==> config.mk <==
export PLATFORM = sky130hd
export DESIGN_NAME = gpx_expander
export DESIGN_NICKNAME = d
export VERILOG_FILES = /design/src/gpx_expander.v
export VERILOG_INCLUDE_DIRS = /design/src
export SDC_FILE = /design/constraint.sdc
export NUM_CORES = 1
export LEC_CHECK = 0
export ABC_AREA = 1
export BUFFER_PORTS_ARGS = -buffer_cell sky130_fd_sc_hd__buf_4
export CAP_MARGIN = 30
export CORE_UTILIZATION = 55
export CTS_BUF_LIST = sky130_fd_sc_hd__clkbuf_16
export CTS_CLUSTER_DIAMETER = 80
export CTS_CLUSTER_SIZE = 16
export DETAILED_ROUTE_END_ITERATION = 10
export HOLD_SLACK_MARGIN = 0.05
export PLACE_DENSITY = 0.82
export SETUP_SLACK_MARGIN = 0.05
export SLEW_MARGIN = 20
export SYNTH_ARGS = -nofsm -noshare
export SYNTH_HDL_FRONTEND = slang
export SYNTH_SLANG_ARGS = --single-unit
==> constraint.sdc <==
create_clock -name clk -period 2.5 [get_ports clk]
set_input_delay 0.375 -clock clk [delete_from_list [all_inputs] [get_ports clk]]
set_output_delay 0.375 -clock clk [all_outputs]
set_load 0.03 [all_outputs]
==> src/gpx_map.vh <==
// Pointer codes, reset values and bus constants of the 16-bit GPIO expander
`ifndef GPX_MAP_VH
`define GPX_MAP_VH

// ==========================================================
// Pointer codes (one per 8-bit register, bank 0 even, bank 1 odd, except drive: DRV0-DRV1 bank 0, DRV2-DRV3 bank 1, and ODEN for both banks)
`define GPX_REG_IN0 5'h00
`define GPX_REG_IN1 5'h01
`define GPX_REG_OUT0 5'h02
`define GPX_REG_OUT1 5'h03
`define GPX_REG_POL0 5'h04
`define GPX_REG_POL1 5'h05
`define GPX_REG_CFG0 5'h06
`define GPX_REG_CFG1 5'h07
`define GPX_REG_DRV0 5'h08
`define GPX_REG_DRV3 5'h0B
`define GPX_REG_LAT0 5'h0C
`define GPX_REG_PEN0 5'h0E
`define GPX_REG_PSEL0 5'h10
`define GPX_REG_MASK0 5'h12
`define GPX_REG_STAT0 5'h14
`define GPX_REG_STAT1 5'h15
`define GPX_REG_ODEN 5'h16
`define GPX_REG_LAST 5'h16

// ==========================================================
// Reset values
`define GPX_RST_OUT 8'hFF
`define GPX_RST_CFG 8'hFF
`define GPX_RST_DRV 8'hFF
`define GPX_RST_PSEL 8'hFF
`define GPX_RST_MASK 8'hFF
`define GPX_RST_ZERO 8'h00

// ==========================================================
// Slave address: fixed upper five bits, two strap bits below
`define GPX_ADDR_BASE 5'h1D

`endif

==> src/gpx_expander.v <==
// 16-bit two-wire GPIO expander: serial slave, register file, port pins, interrupt
// Notes on behaviour
// All pin interrupts are masked after reset.
// Interrupt pulled low while an unmasked input differs from its input register.
// Reset pin low holds all registers and the bus engine at defaults.
// Power-on reset loads defaults before any bus transfer is accepted.
// Slave address takes two strap bits, four devices per bus.
// After reset every port pin is a released, undriven input.
// Each bank has configuration, input, output and polarity registers.
// Each bank selects push-pull or open-drain output stages.
// Read-only status register shows which inputs raise the interrupt.
// Each bit holds a two-bit drive strength, four levels.
// Latched input change is held until the input register is read.
// Each bit has pull enable and separate pull-up/down select.
// A set mask bit stops that input from raising the interrupt.
// Last address bit high means read, low means write.
// First byte after address sets the write-only pointer.
// Interrupt releases on input register read or inputs returning.
`include "gpx_map.vh"

module gpx_expander #(
  parameter NBITS = 16
) (
  // Clock and resets
  input wire clk,
  input wire sys_rst,
  input wire reset_pin_n,
  // Address straps
  input wire addr_select_lsb,
  input wire addr_select_msb,
  // Serial bus
  input wire scl_in,
  input wire sda_in,
  output reg sda_out_ff,
  output reg sda_oe_n_ff,
  // Port pins
  input wire [NBITS-1:0] pin_in,
  output reg [NBITS-1:0] pin_out_ff,
  output reg [NBITS-1:0] pin_oe_n_ff,
  // Pad settings
  output reg [2*NBITS-1:0] drive_str_ff,
  output reg [NBITS-1:0] pull_en_ff,
  output reg [NBITS-1:0] pull_up_ff,
  // Interrupt, open-drain
  output reg int_out_ff,
  output reg int_oe_n_ff
);

  localparam ST_IDLE = 4'h1;
  localparam ST_ADDR = 4'h2;
  localparam ST_WR = 4'h4;
  localparam ST_RD = 4'h8;

  // ==========================================================
  // Reset and input sampling
  wire rst = sys_rst | ~reset_pin_n; // see R3
  reg [2:0] scl_sync_ff;
  reg [2:0] sda_sync_ff;
  reg [NBITS-1:0] pin_s1_ff;
  reg [NBITS-1:0] pin_s2_ff;
  always @(posedge clk) begin
    scl_sync_ff <= {scl_sync_ff[1:0], scl_in};
    sda_sync_ff <= {sda_sync_ff[1:0], sda_in};
    pin_s1_ff <= pin_in;
    pin_s2_ff <= pin_s1_ff;
  end
  // Only stages 1 and 2 are looked at, stage 0 feeds stage 1 alone
  wire scl_rise = scl_sync_ff[1] & ~scl_sync_ff[2];
  wire scl_fall = ~scl_sync_ff[1] & scl_sync_ff[2];
  wire bus_start = scl_sync_ff[1] & scl_sync_ff[2] & ~sda_sync_ff[1] & sda_sync_ff[2];
  wire bus_stop = scl_sync_ff[1] & scl_sync_ff[2] & sda_sync_ff[1] & ~sda_sync_ff[2];
  // ==========================================================
  // Register file
  reg [7:0] regs_ff [0:`GPX_REG_LAST];
  wire [NBITS-1:0] outv = {regs_ff[`GPX_REG_OUT1], regs_ff[`GPX_REG_OUT0]};
  wire [NBITS-1:0] polv = {regs_ff[`GPX_REG_POL1], regs_ff[`GPX_REG_POL0]};
  wire [NBITS-1:0] cfgv = {regs_ff[`GPX_REG_CFG1], regs_ff[`GPX_REG_CFG0]};
  wire [NBITS-1:0] latv = {regs_ff[`GPX_REG_LAT0 + 5'h01], regs_ff[`GPX_REG_LAT0]};
  wire [NBITS-1:0] maskv = {regs_ff[`GPX_REG_MASK0 + 5'h01], regs_ff[`GPX_REG_MASK0]};
  function [7:0] rst_val;
    input [4:0] idx;
    begin
      case (idx)
        `GPX_REG_OUT0, `GPX_REG_OUT1: rst_val = `GPX_RST_OUT;
        `GPX_REG_CFG0, `GPX_REG_CFG1: rst_val = `GPX_RST_CFG;
        `GPX_REG_PSEL0, `GPX_REG_PSEL0 + 5'h01: rst_val = `GPX_RST_PSEL;
        `GPX_REG_MASK0, `GPX_REG_MASK0 + 5'h01: rst_val = `GPX_RST_MASK;
        default: begin
          if (idx >= `GPX_REG_DRV0 && idx <= `GPX_REG_DRV3) begin
            rst_val = `GPX_RST_DRV;
          end else begin
            rst_val = `GPX_RST_ZERO;
          end
        end
      endcase
    end
  endfunction
  // Input and status registers are not storage, writes to them are dropped
  function writable;
    input [4:0] idx;
    begin
      writable = (idx >= `GPX_REG_OUT0) && (idx <= `GPX_REG_LAST) &&
                 (idx != `GPX_REG_STAT0) && (idx != `GPX_REG_STAT1);
    end
  endfunction

  // ==========================================================
  // Per-bit input tracking
  reg [1:0] in_rd_ff; // pulse per bank when its input register is loaded for reading
  wire [NBITS-1:0] in_val;
  wire [NBITS-1:0] chg;
  genvar gi;
  generate
    for (gi = 0; gi < NBITS; gi = gi + 1) begin : g_bit
      reg snap_ff;
      reg hold_ff;
      reg held_ff;
      wire live = pin_s2_ff[gi] ^ polv[gi];
      always @(posedge clk) begin
        if (rst) begin
          snap_ff <= live;
          hold_ff <= 1'b0;
          held_ff <= 1'b0;
        end else if (in_rd_ff[gi/8]) begin
          snap_ff <= live;
          hold_ff <= 1'b0;
          held_ff <= live;
        end else if (latv[gi] && !hold_ff && live != snap_ff) begin
          hold_ff <= 1'b1;
          held_ff <= live;
        end
      end
      assign in_val[gi] = hold_ff ? held_ff : live;
      assign chg[gi] = hold_ff | (live != snap_ff); // see R2
    end
  endgenerate
  // Status registered once, interrupt one cycle later
  reg [NBITS-1:0] stat_ff;
  always @(posedge clk) begin
    if (rst) begin
      stat_ff <= {NBITS{1'b0}};
      int_oe_n_ff <= 1'b1;
      int_out_ff <= 1'b0;
    end else begin
      stat_ff <= chg & ~maskv; // see R9
      int_oe_n_ff <= ~|stat_ff;
      int_out_ff <= 1'b0;
    end
  end

  // ==========================================================
  // Pin and pad drivers
  wire [1:0] od_bank = regs_ff[`GPX_REG_ODEN][1:0];
  integer k;
  always @(posedge clk) begin
    if (rst) begin
      pin_out_ff <= {NBITS{1'b0}};
      pin_oe_n_ff <= {NBITS{1'b1}};
      drive_str_ff <= {2*NBITS{1'b1}};
      pull_en_ff <= {NBITS{1'b0}};
      pull_up_ff <= {NBITS{1'b1}};
    end else begin
      for (k = 0; k < NBITS; k = k + 1) begin
        pin_out_ff[k] <= outv[k];
        // Open-drain bank only pulls low, a one lets the pin float
        pin_oe_n_ff[k] <= cfgv[k] | (od_bank[k/8] & outv[k]);
        pull_en_ff[k] <= regs_ff[`GPX_REG_PEN0 + k/8][k%8];
        pull_up_ff[k] <= regs_ff[`GPX_REG_PSEL0 + k/8][k%8];
        drive_str_ff[2*k +: 2] <= regs_ff[`GPX_REG_DRV0 + k/4][2*(k%4) +: 2];
      end
    end
  end

  // ==========================================================
  // Serial slave engine
  reg [3:0] st_ff;
  reg [3:0] cnt_ff;
  reg [7:0] sh_ff;
  reg [4:0] ptr_ff;
  reg first_ff;
  reg nack_ff;
  wire [6:0] my_addr = {`GPX_ADDR_BASE, addr_select_msb, addr_select_lsb};
  function [7:0] rd_byte;
    input [4:0] idx;
    begin
      case (idx)
        `GPX_REG_IN0: rd_byte = in_val[7:0];
        `GPX_REG_IN1: rd_byte = in_val[15:8];
        `GPX_REG_STAT0: rd_byte = stat_ff[7:0];
        `GPX_REG_STAT1: rd_byte = stat_ff[15:8];
        default: rd_byte = (idx <= `GPX_REG_LAST) ? regs_ff[idx] : 8'h00;
      endcase
    end
  endfunction
  // Auto-increment stays inside the register pair
  wire [4:0] nxt_ptr = ptr_ff ^ 5'h01;
  wire [7:0] rd_cur = rd_byte(ptr_ff);
  wire [7:0] rd_nxt = rd_byte(nxt_ptr);
  integer j;
  always @(posedge clk) begin
    if (rst) begin
      st_ff <= ST_IDLE; // see R3
      cnt_ff <= 4'h0;
      sh_ff <= 8'h00;
      ptr_ff <= 5'h00;
      first_ff <= 1'b0;
      nack_ff <= 1'b0;
      sda_out_ff <= 1'b0;
      sda_oe_n_ff <= 1'b1;
      in_rd_ff <= 2'h0;
      for (j = 0; j <= `GPX_REG_LAST; j = j + 1) begin
        regs_ff[j] <= rst_val(j[4:0]);
      end
    end else begin
      in_rd_ff <= 2'h0;
      sda_out_ff <= 1'b0;
      if (bus_start) begin
        st_ff <= ST_ADDR;
        cnt_ff <= 4'h0;
        sda_oe_n_ff <= 1'b1;
      end else if (bus_stop) begin
        st_ff <= ST_IDLE;
        sda_oe_n_ff <= 1'b1;
      end else if (scl_rise && st_ff != ST_IDLE) begin
        if (cnt_ff < 4'h8) begin
          sh_ff <= {sh_ff[6:0], sda_sync_ff[1]};
        end else begin
          nack_ff <= sda_sync_ff[1];
        end
        cnt_ff <= cnt_ff + 4'h1;
      end else if (scl_fall) begin
        case (st_ff)
          ST_ADDR: begin
            if (cnt_ff == 4'h8) begin
              if (sh_ff[7:1] == my_addr) begin
                sda_oe_n_ff <= 1'b0;
              end else begin
                st_ff <= ST_IDLE;
              end
            end else if (cnt_ff == 4'h9) begin
              cnt_ff <= 4'h0;
              first_ff <= 1'b1;
              if (sh_ff[0]) begin
                st_ff <= ST_RD;
                sh_ff <= rd_cur;
                sda_oe_n_ff <= rd_cur[7];
                if (ptr_ff == `GPX_REG_IN0 || ptr_ff == `GPX_REG_IN1) begin
                  in_rd_ff[ptr_ff[0]] <= 1'b1;
                end
              end else begin
                st_ff <= ST_WR;
                sda_oe_n_ff <= 1'b1;
              end
            end
          end
          ST_WR: begin
            if (cnt_ff == 4'h8) begin
              sda_oe_n_ff <= 1'b0;
              first_ff <= 1'b0;
              if (first_ff) begin
                ptr_ff <= sh_ff[4:0];
              end else begin
                if (writable(ptr_ff)) begin
                  regs_ff[ptr_ff] <= sh_ff;
                end
                ptr_ff <= nxt_ptr;
              end
            end else if (cnt_ff == 4'h9) begin
              sda_oe_n_ff <= 1'b1;
              cnt_ff <= 4'h0;
            end
          end
          ST_RD: begin
            if (cnt_ff < 4'h8) begin
              sda_oe_n_ff <= sh_ff[7]; // Each rise moved the next bit up
            end else if (cnt_ff == 4'h8) begin
              sda_oe_n_ff <= 1'b1;
            end else if (nack_ff) begin
              st_ff <= ST_IDLE;
            end else begin
              cnt_ff <= 4'h0;
              ptr_ff <= nxt_ptr;
              sh_ff <= rd_nxt;
              sda_oe_n_ff <= rd_nxt[7];
              if (nxt_ptr == `GPX_REG_IN0 || nxt_ptr == `GPX_REG_IN1) begin
                in_rd_ff[nxt_ptr[0]] <= 1'b1;
              end
            end
          end
          default: begin
            sda_oe_n_ff <= 1'b1;
          end
        endcase
      end
    end
  end

endmodule

Word level (Yosys, flattened, before mapping)
Memories as Yosys holds them, arrays and structs flattened. A register that Yosys moved wholly into a read port is not among the register bits.
Cells that the tools add are included.
- flip-flop bits (word level): 161
- RAM bits: 184
- bits of input ports: 23
- word-level logic and storage cells: 487
- memories kept: 1
- add/sub/neg operators: 1
- magnitude comparators: 8
- equality and inequality tests: 58
- muxes and demuxes: 163
- bitwise gates (word level): 86
- reduce and logical (&&, ||, !) cells: 103
- memory list (memory ; depth ; width ; read ports ; clocked after Yosys merged registers in ; wr ports ; line ; source):
    regs_ff ; 23 ; 8 ; 21 ; 8 ; 23 ; gpx_expander.v:74 ; reg [7:0] regs_ff [0:`GPX_REG_LAST];
- operators by type and width (operator ; number):
    2-to-1 mux 8 bit ; 14
    2-to-1 mux 1 bit ; 109
    one-hot mux 8 bit (4 select lines) ; 2
    2-to-1 mux 4 bit ; 14
    nonzero test 2 bit ; 22
    AND reduction 8 bit ; 5
    logical AND 1 bit ; 38
    != test 3 bit, second input constant ; 12
    OR 1 bit ; 33
    2-to-1 mux 2 bit ; 12
    AND 1 bit ; 23
    == test 5 bit, second input constant ; 4
    != test 5 bit, second input constant ; 4
    logical NOT 1 bit ; 17
    AND 16 bit ; 1
    != test 1 bit ; 16
    != test 4 bit, second input constant ; 4
    inverter 16 bit ; 1
    one-hot mux 4 bit (2 select lines) ; 2
    one-hot mux 8 bit (2 select lines) ; 1
    OR reduction 16 bit ; 1
    bitwise XOR 1 bit ; 16
    2-to-1 mux 5 bit ; 3
    != test 2 bit, second input constant ; 7
    33 further kinds ; 58

Depth between registers and ports, before layout
- depth in word-level cells: 16
- depth in mapped cells: 18

Worst setup path before layout
OpenSTA, ideal clock, no wires.
- path kind: register to register
- start point: register cnt_ff[0]
- end point: memory regs_ff[3][0] (enable)
- data arrival time: 2264 ps
- setup slack: -148 ps
- cell stages (with the launch flop): 11
- buffers on the path: 0
- path through: dfxtp_1 inv_1 ha_1 inv_1 nor3_2 inv_1 nor3_2 nand4_2 nor2_1 inv_2 o21ai_0
- RTL lines (element ; line ; source):
    start, declared ; gpx_expander.v:177 ; reg [3:0] cnt_ff;
    start signal, assigned ; gpx_expander.v:230 ; cnt_ff <= cnt_ff + 4'h1;
    end, declared ; gpx_expander.v:74 ;

==> flow_summary.json <==
{
  "critPathLaunch": "cnt_ff[0]",
  "cts_made_buffers": 36,
  "synth_area_per_cell_um2": 7.83,
  "r2r_start": "cnt_ff[0]",
  "synth.area.top_cells": "edfxtp_1 36%, nand2_1 24%, dfxtp_1 19%, nor2_1 3.4%, inv_1 3.1%",
  "grt-ovfl-total": 0,
  "fmax_mhz": 423,
  "maxSlewViolCount": 0,
  "viasPerCell": 5.48,
  "diodes": 0,
  "drtIter0Drc": 2814,
  "rsz0062_at_grt": "true",
  "synth-simple-area-share_pct": 31.4,
  "cts.sinks": 481,
  "synthDistinctLibCells": 46,
  "core_mm2": 0.0400,
  "clk_pin_slew_ns": 0.07,
  "place_congestion": 0.999,
  "synth_adder_area_share_pct": 0.167,
  "dieArea_mm2": 0.0416,
  "largest_reg_flops": 256,
  "clockRootBuffer": "clkbuf_16",
  "area_growth_pct": 16.2,
  "power_density_mw_per_mm2": 596,
  "start_kind": "flop",
  "irDropWorstVdd_v": 0.000370,
  "worstSetupPathType": "flop to flop",
  "utilization_pct": 65.2,
  "setup_viol": 0,
  "drcViolationCount": 0,
  "fin_nets": 3134,
  "cts_max_level": 2,
  "synthCells": 2870,
  "critPathMaxFanout": 8,
  "hold_violations": 0,
  "fin_total_pwr_mw": 15.6,
  "drt-total-wl_um": 69600,
  "tightest_slew_ns": 0.792,
  "io_pins": 123,
  "leakage_nw": 11.7,
  "grt_pass1_wl_um": 104000,
  "vias": 20000,
  "clkLatencyLatePin_ns": 0.58,
  "fin_ws_ns": 0.135,
  "port_buffers": 120,
  "synth_area_leader_cell": "edfxtp_1",
  "maxCapViolCount": 0,
  "synth_compound_area_share_pct": 6.04,
  "arrival_ns": 2.66,
  "ys_ff_latch": 481,
  "initial_core_util_pct": 56.1,
  "drive_gt1_share_pct": 10.9,
  "hold_path_class": "primary input to flop",
  "cp-end-kind": "flop",
  "grt_max_degree": 115,
  "synth_top_family_by_area": "simple AND/OR/NAND/NOR gates",
  "hold_start": "sys_rst",
  "r2r_slack_ns": 0.13,
  "netlist.area_leader.share_pct": 36.4,
  "required_ns": 2.80,
  "period_needed_ns": 2.37,
  "antenna_found_initial": 1,
  "postRouteAntennaNets": 0,
  "muxShareOfSynthArea_pct": 0.0891,
  "fin_skew_ns": 0.0264,
  "synthXorXnorAreaFrac_pct": 1.29,
  "reg_top3": "regs_ff (256), drive_str_ff (32)",
  "die-height_um": 204,
  "yosysSeqAreaShare_pct": 55.0,
  "cts_tree": "yes",
  "die_w_um": 204,
  "hpwlAfterDp_um": 49600,
  "outcome": "finished, final reports clean",
  "yosysWarnings": 0,
  "synth_area_mm2": 0.0225,
  "drt-pass1-iter-count": 8,
  "num_rows": 73,
  "setup-tns-final_ns": 0,
  "grt_usage_pct": 33.3,
  "grt_pass1_vias": 18400,
  "place_ws_ns": -0.0566,
  "top_register": "regs_ff",
  "finalCritPeriodShare_pct": 94.6,
  "cts_buffer_depth": 3,
  "wl_per_cell_um": 19.0,
  "relSlewSlack_pct": 46.7
}
through the flow:
stage / hold slack, ns / area (um^2) / cells
global placement: 0.310 / 24600 / 3564
finish: 0.283 / 26100 / 3660
CTS: 0.237 / 25800 / 3647
floorplan: 0.310 / 22900 / 2975
detailed placement: 0.312 / 24600 / 3564
global route: 0.289 / 26100 / 3660
placed cells by master, fill, tap and decap left out, drive strengths merged, types with 6 or more instances in the layout:
cell type       n
inv           217
dfxtp         209
a211o          10
nand3          76
conb          106
a21oi          79
clkbuf         39
xor2           17
nor3           18
buf           212
nor2          217
or2            27
o22ai          17
nand4          15
edfxtp        272
clkinv         11
nand2        1414
xnor2          16
o21bai          6
a311oi          9
a211oi          6
o21ai         108
dlygate4sd3    18
Yosys cell counts, drive strengths merged:
library cell  count
nand4            15
o211a             1
nor3             18
o22ai            17
a21oi            79
and3              1
clkbuf           66
o2111ai           2
dfxtp           209
a211oi            6
xnor2            16
or2              27
nor2            217
nand2          1414
nand3            76
edfxtp          272
o21ai           108
mux2i             2
a31oi             1
xor2             17
a211o            10
inv             194
o211ai            1
o21bai            6
o41ai             1
nor3b             1
conb              1
buf              72
a311oi            9
ha                3
nand3b            3
clkinv            5
area by class of cell:
class	instances	area (um^2)
fill	3310	13900
sequential	481	12400
multi-input combinational	2157	9240
timing repair buffer	233	2030
clock buffer	36	901
inverter	199	769
tap	525	657
clock inverter	29	133
per-layer routing:
metal | GRT usage, % | share of wire [%] | routed length, um
met4 | 15.6 | 5.0 | 3460
met5 | 0 | 0 | 0
met3 | 8.05 | 13 | 9090
met1 | 44.5 | 38 | 26500
met2 | 50.9 | 44 | 30500
cell families (layout without fill, tap and decap cells):
| kind of cell | Yosys count | after routing |
|---|---|---|
| mux | 2 | 2 |
| xor+xnor | 33 | 33 |
| simple gates | 1772 | 1772 |
| buf+inv | 337 | 497 |
| flops | 481 | 481 |
| compound gates | 241 | 241 |
| fa+ha+maj | 3 | 3 |
| other cells | 1 | 106 |
final timing paths:
path,endpoint,depth (start not counted)
max,regs_ff[2][7],11
min,cnt_ff[2],6
max reg2reg,regs_ff[2][7],11
min reg2reg,pin_s2_ff[13],0
what timing repair did:
item / CTS / global route
setup buffers: 0 / 11
hold endpoints to repair: 18 / 0
endpoints found under the setup margin: 88 / 225
resized for setup: 5 / 41
pin swaps: 0 / 6
gates cloned: 0 / 2
hold buffers: 18 / 0
power breakdown:
part	internal [mW]	total (mW)	switching, mW
logic	0.397	1.19	0.794
registers	8.70	8.96	0.259
clock network	2.64	5.42	2.78
critical path, cell delays in order, from the launching register on:
cell and delay [ns]:
dfxtp_4 0.36, inv_4 0.06, ha_4 0.14, inv_2 0.05
nor3_4 0.17, inv_2 0.09, nor3_4 0.22, nand4_4 0.24
nor2_4 0.24, clkinv_4 0.17, o21ai_2 0.19, buf_6 0.15
Power figures use the tool's default switching activity.
